==> config.mk <==
export PLATFORM = sky130hd
export DESIGN_NAME = ftc_flash_timing
export DESIGN_NICKNAME = d
export VERILOG_FILES = /design/src/hdl/ftc_pkg.sv /design/src/hdl/ftc_tick_if.sv /design/src/hdl/ftc_divider.sv /design/src/hdl/ftc_flash_timing.sv
export VERILOG_INCLUDE_DIRS = /design/src /design/src/hdl
export SDC_FILE = /design/constraint.sdc
export NUM_CORES = 1
export LEC_CHECK = 0
export ABC_CLOCK_PERIOD_IN_PS = 5450
export BUFFER_PORTS_ARGS = -buffer_cell sky130_fd_sc_hd__buf_4
export CAP_MARGIN = 20
export CORE_MARGIN = 1.5
export CORE_UTILIZATION = 58
export DETAILED_ROUTE_END_ITERATION = 16
export PLACE_DENSITY = 0.92
export SETUP_SLACK_MARGIN = 0.1
export SLEW_MARGIN = 5
export SYNTH_ARGS = -nofsm -noshare
export SYNTH_HDL_FRONTEND = slang
export SYNTH_SLANG_ARGS = --single-unit
==> constraint.sdc <==
create_clock -name mclk_i -period 5.45 [get_ports mclk_i]
set_input_delay 0.545 -clock mclk_i [delete_from_list [all_inputs] [get_ports mclk_i]]
set_output_delay 0.545 -clock mclk_i [all_outputs]
set_load 0.02 [all_outputs]
==> src/hdl/ftc_params.svh <==
// Offsets, field positions, reset values and timing counts of the flash timing block
`ifndef FTC_PARAMS_SVH
`define FTC_PARAMS_SVH

// Register offsets
`define FTC_OFS_CFG        3'h0
`define FTC_OFS_TRIM       3'h1
`define FTC_OFS_CMD        3'h2
`define FTC_OFS_STATUS     3'h3
`define FTC_OFS_DATA_HIGH  3'h4
`define FTC_OFS_DATA_LOW   3'h5
`define FTC_OFS_WDATA_HIGH 3'h6
`define FTC_OFS_WDATA_LOW  3'h7

// Field positions inside the configuration, trim and status registers
`define FTC_RCC_LSB        0
`define FTC_RCC_MSB        1
`define FTC_DIV_LSB        4
`define FTC_DIV_MSB        7
`define FTC_TRIM_BIT       0
`define FTC_STAT_BUSY      0
`define FTC_STAT_RDVALID   1

// Reset values: slowest read stretch and smallest documented divisor
`define FTC_CFG_RESET      8'h43
`define FTC_TRIM_RESET     8'h00

// Divisor table
`define FTC_DIV_CODE_FIRST 4'h4
`define FTC_DIV_LOW        9'h008
`define FTC_DIV_MAX        384

// Timing: one timing-clock period taken as 1 us when properly configured
`define FTC_TICK_US        1
`define FTC_WRITE_US       42
`define FTC_ERASE_US       20000
`define FTC_WRITE_TICKS    (`FTC_WRITE_US / `FTC_TICK_US)
`define FTC_ERASE_TICKS    (`FTC_ERASE_US / `FTC_TICK_US)

`endif

==> src/hdl/ftc_pkg.sv <==
// Types of the flash timing block
package ftc_pkg;

  typedef enum logic [1:0] {
    FTC_IDLE = 2'b00,
    FTC_READ = 2'b01,
    FTC_PROG = 2'b10
  } ftc_state_t;

  typedef enum logic [1:0] {
    FTC_OP_NONE  = 2'b00,
    FTC_OP_WRITE = 2'b01,
    FTC_OP_BLOCK = 2'b10,
    FTC_OP_BULK  = 2'b11
  } ftc_op_t;

endpackage : ftc_pkg

==> src/hdl/ftc_tick_if.sv <==
// Link between the sequencer and the timing-clock divider
`timescale 1ns/10ps
`default_nettype none

interface ftc_tick_if;
  logic [3:0] div_code;
  logic       run;
  logic       tick;

  modport seq (output div_code, output run, input tick);
  modport div (input div_code, input run, output tick);
endinterface : ftc_tick_if

`default_nettype wire

==> src/hdl/ftc_divider.sv <==
// Programmable divider that makes the flash timing clock from the core clock
`timescale 1ns/10ps
`default_nettype none
`include "ftc_params.svh"

module ftc_divider #(
  parameter int CNT_W = 9
) (
  input  wire logic mclk_i,
  input  wire logic rst_n_i,
  ftc_tick_if.div   tif
);
  import ftc_pkg::*;

  initial begin
    if ((1 << CNT_W) <= `FTC_DIV_MAX) $error("ftc_divider: CNT_W too small");
  end

  logic [CNT_W-1:0] cnt;
  logic [CNT_W-1:0] divisor;
  logic             wrap;

  // Codes below the first documented one clamp to the smallest divisor
  always_comb begin
    case (tif.div_code)
      4'h4:    divisor = CNT_W'(9'h008);
      4'h5:    divisor = CNT_W'(9'h00C);
      4'h6:    divisor = CNT_W'(9'h010);
      4'h7:    divisor = CNT_W'(9'h018);
      4'h8:    divisor = CNT_W'(9'h020);
      4'h9:    divisor = CNT_W'(9'h030);
      4'hA:    divisor = CNT_W'(9'h040);
      4'hB:    divisor = CNT_W'(9'h060);
      4'hC:    divisor = CNT_W'(9'h080);
      4'hD:    divisor = CNT_W'(9'h0C0);
      4'hE:    divisor = CNT_W'(9'h100);
      4'hF:    divisor = CNT_W'(9'h180);
      default: divisor = CNT_W'(`FTC_DIV_LOW);
    endcase
  end

  assign wrap     = (cnt == divisor - CNT_W'(1));
  assign tif.tick = tif.run && wrap;

  always_ff @(posedge mclk_i or negedge rst_n_i) begin
    if (!rst_n_i) begin
      cnt <= '0;
    end else if (!tif.run || wrap) begin
      cnt <= '0;
    end else begin
      cnt <= cnt + CNT_W'(1);
    end
  end

  // Cycles since the last tick, for the check below
  logic [CNT_W-1:0] a_gap;
  always_ff @(posedge mclk_i or negedge rst_n_i) begin
    if (!rst_n_i) begin
      a_gap <= '0;
    end else if (!tif.run || tif.tick) begin
      a_gap <= '0;
    end else begin
      a_gap <= a_gap + CNT_W'(1);
    end
  end
endmodule : ftc_divider

`default_nettype wire

==> src/hdl/ftc_flash_timing.sv <==
// Flash timing block: read-cycle stretch, timing divider and program/erase sequencer
//
// Behaviour
// - Each flash read lasts 1 to 4 core cycles as set by the read-cycle field plus one.
// - The write and erase timing clock is the core clock through a programmable divider.
// - Divisor codes 0100 to 1101 give 8 to 192, and 1110 and 1111 give reserved 256 and 384.
// - A word write lasts 42 timing periods and an erase 20000, with the trim bit at 0.
//
// Chosen here: the plain strobed port and the address map.
`timescale 1ns/10ps
`default_nettype none
`include "ftc_params.svh"

module ftc_flash_timing #(
  parameter int ADDR_W      = 16,
  parameter int ERASE_TICKS = `FTC_ERASE_TICKS,
  parameter int WRITE_TICKS = `FTC_WRITE_TICKS
) (
  input  wire logic              mclk_i,
  input  wire logic              rstn_i,
  // Register port
  input  wire logic [2:0]        reg_addr_i,
  input  wire logic [7:0]        reg_wdata_i,
  input  wire logic              reg_wr_i,
  input  wire logic              reg_rd_i,
  output logic      [7:0]        reg_rdata_o,
  // Core fetch port and program/erase address
  input  wire logic              fetch_req_i,
  input  wire logic [ADDR_W-1:0] fetch_addr_i,
  output logic                   fetch_ready_o,
  output logic                   fetch_done_o,
  output logic      [15:0]       fetch_data_o,
  input  wire logic [ADDR_W-1:0] prog_addr_i,
  // Flash array side
  output logic      [ADDR_W-1:0] flash_addr_o,
  output logic                   flash_rd_o,
  input  wire logic [15:0]       flash_rdata_i,
  output logic      [15:0]       flash_wdata_o,
  output logic                   flash_write_o,
  output logic                   flash_block_erase_o,
  output logic                   flash_bulk_erase_o,
  output logic                   flash_tick_o,
  output logic                   erase_time_trim_bit_o,
  output logic                   busy_o
);
  import ftc_pkg::*;

  initial begin
    if (ERASE_TICKS < 1 || ERASE_TICKS > 65535) $error("ERASE_TICKS out of range");
    if (WRITE_TICKS < 1 || WRITE_TICKS > 65535) $error("WRITE_TICKS out of range");
    if (ADDR_W < 1) $error("ADDR_W must be positive");
  end

  // Reset release through two flops
  logic rst_meta;
  logic rst_n;
  always_ff @(posedge mclk_i or negedge rstn_i) begin
    if (!rstn_i) begin
      rst_meta <= 1'b0;
      rst_n    <= 1'b0;
    end else begin
      rst_meta <= 1'b1;
      rst_n    <= rst_meta;
    end
  end

  logic [7:0]        flash_config_register;
  logic [7:0]        trim_register_zero;
  logic [15:0]       read_data;
  logic [15:0]       write_data;
  logic              rd_valid;
  ftc_state_t        state;
  ftc_state_t        next_state;
  ftc_op_t           op;
  logic [1:0]        rd_cnt;
  logic [15:0]       tick_cnt;
  logic [15:0]       tick_target;
  logic [ADDR_W-1:0] addr_q;

  ftc_tick_if tif ();

  ftc_divider #(.CNT_W(9)) u_div (
    .mclk_i  (mclk_i),
    .rst_n_i (rst_n),
    .tif     (tif)
  );

  // Register decode
  wire [1:0] read_cycle_count_field     = flash_config_register[`FTC_RCC_MSB:`FTC_RCC_LSB];
  wire [3:0] flash_timing_divisor_field = flash_config_register[`FTC_DIV_MSB:`FTC_DIV_LSB];
  wire       wr_cfg    = reg_wr_i && (reg_addr_i == `FTC_OFS_CFG);
  wire       wr_trim   = reg_wr_i && (reg_addr_i == `FTC_OFS_TRIM);
  wire       wr_cmd    = reg_wr_i && (reg_addr_i == `FTC_OFS_CMD);
  wire       wr_wdh    = reg_wr_i && (reg_addr_i == `FTC_OFS_WDATA_HIGH);
  wire       wr_wdl    = reg_wr_i && (reg_addr_i == `FTC_OFS_WDATA_LOW);
  wire       rd_data_h = reg_rd_i && (reg_addr_i == `FTC_OFS_DATA_HIGH);
  wire [1:0] cmd_op    = reg_wdata_i[1:0];
  wire       idle      = (state == FTC_IDLE);
  wire       fetch_go  = idle && fetch_req_i;
  wire       prog_go   = idle && !fetch_req_i && wr_cmd && (cmd_op != 2'b00);
  wire       rd_last   = (state == FTC_READ) && (rd_cnt == read_cycle_count_field);
  wire       prog_last = (state == FTC_PROG) && tif.tick && (tick_cnt == tick_target - 16'h0001);
  wire [7:0] status    = {6'h00, rd_valid, !idle};

  assign tif.div_code  = flash_timing_divisor_field;
  assign tif.run       = (state == FTC_PROG);
  assign fetch_ready_o = idle;
  assign busy_o        = !idle;
  assign flash_tick_o  = tif.tick;
  assign flash_rd_o    = (state == FTC_READ);
  assign flash_addr_o  = addr_q;
  assign flash_wdata_o = write_data;
  assign erase_time_trim_bit_o = trim_register_zero[`FTC_TRIM_BIT];
  assign flash_write_o       = (state == FTC_PROG) && (op == FTC_OP_WRITE);
  assign flash_block_erase_o = (state == FTC_PROG) && (op == FTC_OP_BLOCK);
  assign flash_bulk_erase_o  = (state == FTC_PROG) && (op == FTC_OP_BULK);

  // State sequencing; fetch wins over a command in the same cycle
  always_comb begin
    case (state)
      FTC_IDLE: next_state = fetch_go ? FTC_READ : (prog_go ? FTC_PROG : FTC_IDLE);
      FTC_READ: next_state = rd_last ? FTC_IDLE : FTC_READ;
      FTC_PROG: next_state = prog_last ? FTC_IDLE : FTC_PROG;
      default:  next_state = FTC_IDLE;
    endcase
  end

  always_ff @(posedge mclk_i or negedge rst_n) begin
    if (!rst_n) begin
      state <= FTC_IDLE;
    end else begin
      state <= next_state;
    end
  end

  // Software registers
  always_ff @(posedge mclk_i or negedge rst_n) begin
    if (!rst_n) begin
      flash_config_register <= `FTC_CFG_RESET;
      trim_register_zero    <= `FTC_TRIM_RESET;
      write_data            <= 16'h0000;
    end else begin
      if (wr_cfg) flash_config_register <= reg_wdata_i;
      if (wr_trim) trim_register_zero <= {7'h00, reg_wdata_i[`FTC_TRIM_BIT]};
      if (wr_wdh) write_data[15:8] <= reg_wdata_i;
      if (wr_wdl) write_data[7:0] <= reg_wdata_i;
    end
  end

  // Read stretch counter and capture of the array word
  always_ff @(posedge mclk_i or negedge rst_n) begin
    if (!rst_n) begin
      rd_cnt       <= 2'b00;
      read_data    <= 16'h0000;
      fetch_done_o <= 1'b0;
      fetch_data_o <= 16'h0000;
    end else begin
      fetch_done_o <= rd_last;
      if (state != FTC_READ || rd_last) begin
        rd_cnt <= 2'b00;
      end else begin
        rd_cnt <= rd_cnt + 2'b01;
      end
      if (rd_last) begin
        read_data    <= flash_rdata_i;
        fetch_data_o <= flash_rdata_i;
      end
    end
  end

  // Read-valid flag: set wins over the clear made by reading the high byte
  always_ff @(posedge mclk_i or negedge rst_n) begin
    if (!rst_n) begin
      rd_valid <= 1'b0;
    end else if (rd_last) begin
      rd_valid <= 1'b1;
    end else if (rd_data_h) begin
      rd_valid <= 1'b0;
    end
  end

  // Address and operation latch, and timing-period count
  always_ff @(posedge mclk_i or negedge rst_n) begin
    if (!rst_n) begin
      addr_q      <= '0;
      op          <= FTC_OP_NONE;
      tick_cnt    <= 16'h0000;
      tick_target <= 16'h0001;
    end else begin
      if (fetch_go) addr_q <= fetch_addr_i;
      if (prog_go) begin
        addr_q      <= prog_addr_i;
        op          <= ftc_op_t'(cmd_op);
        tick_target <= (cmd_op == 2'b01) ? 16'(WRITE_TICKS) : 16'(ERASE_TICKS);
      end
      if (state != FTC_PROG) begin
        tick_cnt <= 16'h0000;
      end else if (tif.tick) begin
        tick_cnt <= tick_cnt + 16'h0001;
      end
    end
  end

  // Read data one cycle after the strobe; unmapped reads give zero
  always_ff @(posedge mclk_i or negedge rst_n) begin
    if (!rst_n) begin
      reg_rdata_o <= 8'h00;
    end else if (reg_rd_i) begin
      case (reg_addr_i)
        `FTC_OFS_CFG:        reg_rdata_o <= flash_config_register;
        `FTC_OFS_TRIM:       reg_rdata_o <= trim_register_zero;
        `FTC_OFS_STATUS:     reg_rdata_o <= status;
        `FTC_OFS_DATA_HIGH:  reg_rdata_o <= read_data[15:8];
        `FTC_OFS_DATA_LOW:   reg_rdata_o <= read_data[7:0];
        `FTC_OFS_WDATA_HIGH: reg_rdata_o <= write_data[15:8];
        `FTC_OFS_WDATA_LOW:  reg_rdata_o <= write_data[7:0];
        default:             reg_rdata_o <= 8'h00;
      endcase
    end else begin
      reg_rdata_o <= 8'h00;
    end
  end

  // Checking helpers
  logic [2:0]  a_rd_len;
  logic [15:0] a_ticks;
  always_ff @(posedge mclk_i or negedge rst_n) begin
    if (!rst_n) begin
      a_rd_len <= 3'h0;
      a_ticks  <= 16'h0000;
    end else begin
      a_rd_len <= flash_rd_o ? a_rd_len + 3'h1 : 3'h0;
      a_ticks  <= (state != FTC_PROG) ? 16'h0000 : a_ticks + {15'h0000, tif.tick};
    end
  end
endmodule : ftc_flash_timing

`default_nettype wire

==> results.py <==
metrics = {
    "synthesis": {
        "yosysSeqAreaShare": 0.488,
        "syn_inst": 493,
        "synth-edff-count": 0,
        "ys_ff_latch": 104,
        "yosysTopAreaCell": "dfrtp_1",
        "synthDistinctLibCells": 62,
        "dominantRegCellSynth": "dfrtp_1",
        "synth.area.top_cells": "dfrtp_1 (47%), mux2_2 (8.4%), mux2i_1 (4.7%), nand2_1 (4.4%), mux4_2 (3.4%)",
        "synth_area_per_cell_um2": 10.8,
        "async_flop_share": 1.00,
        "yosys_warnings": 0,
        "synthesis.area_um2": 5340,
        "yosysTopAreaCellShare": 0.469,
        "synth_nets": 563,
    },
    "flow_run": {
        "drv_cap": 0,
    },
    "timing": {
        "holdWs_ps": 179,
        "finalHoldViolations": 0,
        "fin_crit_sh": 0.733,
        "setup_slack_ps": 1460,
        "skew_ps": 16.3,
        "worstMarginPinSlew_ps": 1060,
        "max_freq_ghz": 0.250,
        "rsz0062_at_grt": "no",
        "fin_tns_setup_ps": 0,
        "layout_min_cycle_time_ps": 3990,
        "finalSetupViolations": 0,
        "maxSlewViolCount": 0,
        "max_slew_margin": 0.289,
    },
    "power": {
        "p_leak_nw": 2.96,
        "ir_worst_vdd_mv": 0.366,
        "power.total_mw": 2.83,
        "powerDensity_nw_per_um2": 431,
    },
    "outcome": {
        "status": "finished clean",
    },
    "cts": {
        "clock_path_buffers": 2,
        "tritoncts": "done",
        "cts_max_level": 3,
        "post-cts-setup-buffer-count": 0,
        "clk_latency_ps": 380,
        "cts.clk_slew.worst_paths_ps": 120,
        "hold_buffers": 1,
        "cts-resized-gates": 0,
        "numCtsBuffers": 9,
        "cts.root.buffer_cell": "clkbuf_8",
        "numClockSinks": 104,
    },
    "placed_design": {
        "hpwlAfterDp_mm": 9.45,
        "placed_cells": 705,
        "placed_cell_area_um2": 6340,
        "port_buffers": 128,
        "gp_congestion": 0.888,
        "pre_cts_slack_ps": 1910,
    },
    "setup_path": {
        "cp.depth": 8,
        "rr_worst_depth": 8,
        "cp_cell_sequence": "and4bb_2 -> inv_1 -> ha_1 -> and3_4 -> o31ai_1 -> and2_1 -> nor3_1 -> buf_4",
        "path_buf_inv": 2,
        "cp.arrival_ps": 3450,
        "cp-start-kind": "flop",
        "cp.required_ps": 4910,
        "crit_slowest_cell": "and2_1",
        "rrSetupSlack_ps": 2080,
        "max_stage_delay_ps": 720,
        "crit_fanout": 16,
        "crit_type": "reg2out",
        "cp-end-kind": "primary output",
        "critPathTopFamily": "simple AND/OR/NAND/NOR gates",
    },
    "global_routing": {
        "grt_max_degree": 86,
        "grt_pass1_vias": 4375,
        "grt.total_usage": 0.280,
        "antenna_found_initial": 0,
        "grt_pass1_wl_mm": 21.7,
        "grt_overflow": 0,
    },
    "cells_and_area": {
        "drive_gt1_frac": 0.345,
        "design_area_um2": 6570,
        "fin_nets": 680,
        "layout_common_cells": "buf_4 (131), dfrtp_1 (99), nand2_1 (63), mux2_2 (40), o21ai_0 (30)",
        "final_cells": 723,
        "antenna_cells": 0,
        "fin_util": 0.746,
        "area_growth_pct": 23.0,
        "layout_commonest_cell": "buf_4",
    },
    "floorplan": {
        "fp.dieW_um": 98.9,
        "io_pins": 129,
        "fp-row-count": 34,
        "dieHeight_um": 98.9,
        "initial_core_util": 0.606,
        "core-area_um2": 8810,
        "dieArea_um2": 9790,
    },
    "drt": {
        "vias": 4394,
        "first_pass_iters": 5,
        "postRouteAntennaNets": 0,
        "routed_wl_mm": 13.5,
        "initialDrtViolationCount": 368,
        "drc_errors": 0,
        "post_drt_wl_per_cell_um": 18.7,
        "viasPerCell": 6.08,
    },
    "worst_hold_path": {
        "hp-class": "reg2async",
    },
}
[per-layer routing]
layer | up-vias | track usage | part of all wire | wire length [um]
met5 | - | 0 | 0 | 0
met4 | 0 | 0.0923 | 0.025 | 333
met3 | 33 | 0.0589 | 0.062 | 841
met2 | 217 | 0.472 | 0.52 | 6990
met1 | 2157 | 0.365 | 0.40 | 5380
li1 | 1987 | - | - | -
[final cells by class]
| class | instances | area, um^2 |
|---|---|---|
| Clock buffer | 10 | 128 |
| Clock inverter | 6 | 62.6 |
| Fill cell | 545 | 2240 |
| Inverter | 12 | 45.0 |
| Multi-Input combinational cell | 350 | 2560 |
| Sequential cell | 104 | 2610 |
| Tap cell | 108 | 135 |
| Timing Repair Buffer | 133 | 1020 |
[logic make-up (layout without fill, tap and decap cells)]
| group | after synthesis | after routing | synth area share |
|---|---|---|---|
| xor gates and xnor gates | 22 | 22 | 0.0361 |
| AOI/OAI and AO/OA | 70 | 70 | 0.0881 |
| muxes | 73 | 73 | 0.165 |
| DFF | 104 | 104 | 0.488 |
| other | 1 | 1 | 0.000702 |
| adders and majority gates | 6 | 6 | 0.0141 |
| buffers and inverters | 39 | 161 | 0.0314 |
| and+or+nand+nor | 178 | 178 | 0.176 |
[flip-flops by register name, summed over array words and instances (netlist names)]
name,flops
tick_cnt,16
read_data,16
reg_rdata_o,8
state,2
tick_target,4
u_div.cnt,9
rst_meta,1
op,2
trim_register_zero,1
rst_n,1
fetch_done_o,1
flash_config_register,8
flash_wdata_o,16
rd_valid,1
flash_addr_o,16
rd_cnt,2
[worst paths after layout]
check | start | to
hold / removal | rst_n | flash_addr_o[0]
setup reg to reg | flash_config_register[6] | u_div.cnt[5]
setup / recovery | flash_config_register[6] | flash_tick_o
max in group asynchronous | rst_n | flash_config_register[6]
hold reg to reg | rst_n | flash_addr_o[0]
min in group mclk_i | prog_addr_i[10] | flash_addr_o[10]
[Yosys cell counts, drive strengths merged (2+ instances only)]
cell type and count:
nor2b 4, a211o 2, o21a 2, nand2 64
a31oi 3, clkbuf 18, a211oi 2, o21ai 30
a2111oi 3, nor3 7, inv 12, buf 9
xnor2 11, mux2 40, nor4 8, mux2i 25
nor4b 3, a21oi 7, dfstp 4, xor2 11
nor3b 3, nand4 7, o31ai 5, or4 3
a41o 4, mux4 8, and2 9, ha 6
and3 8, nor2 28, nand3 15, dfrtp 100
a21o 2, nand2b 12
[power breakdown]
| part | switching (mW) | internal (mW) | total, mW | leakage (nW) |
|---|---|---|---|---|
| sequential | 0.184 | 0.989 | 1.17 | 1.30 |
| combinational | 0.624 | 0.560 | 1.18 | 1.57 |
| clock | 0.296 | 0.179 | 0.475 | 0.0961 |
| total | 1.10 | 1.73 | 2.83 | 2.96 |
No activity file was read; power rests on OpenSTA's default activity.
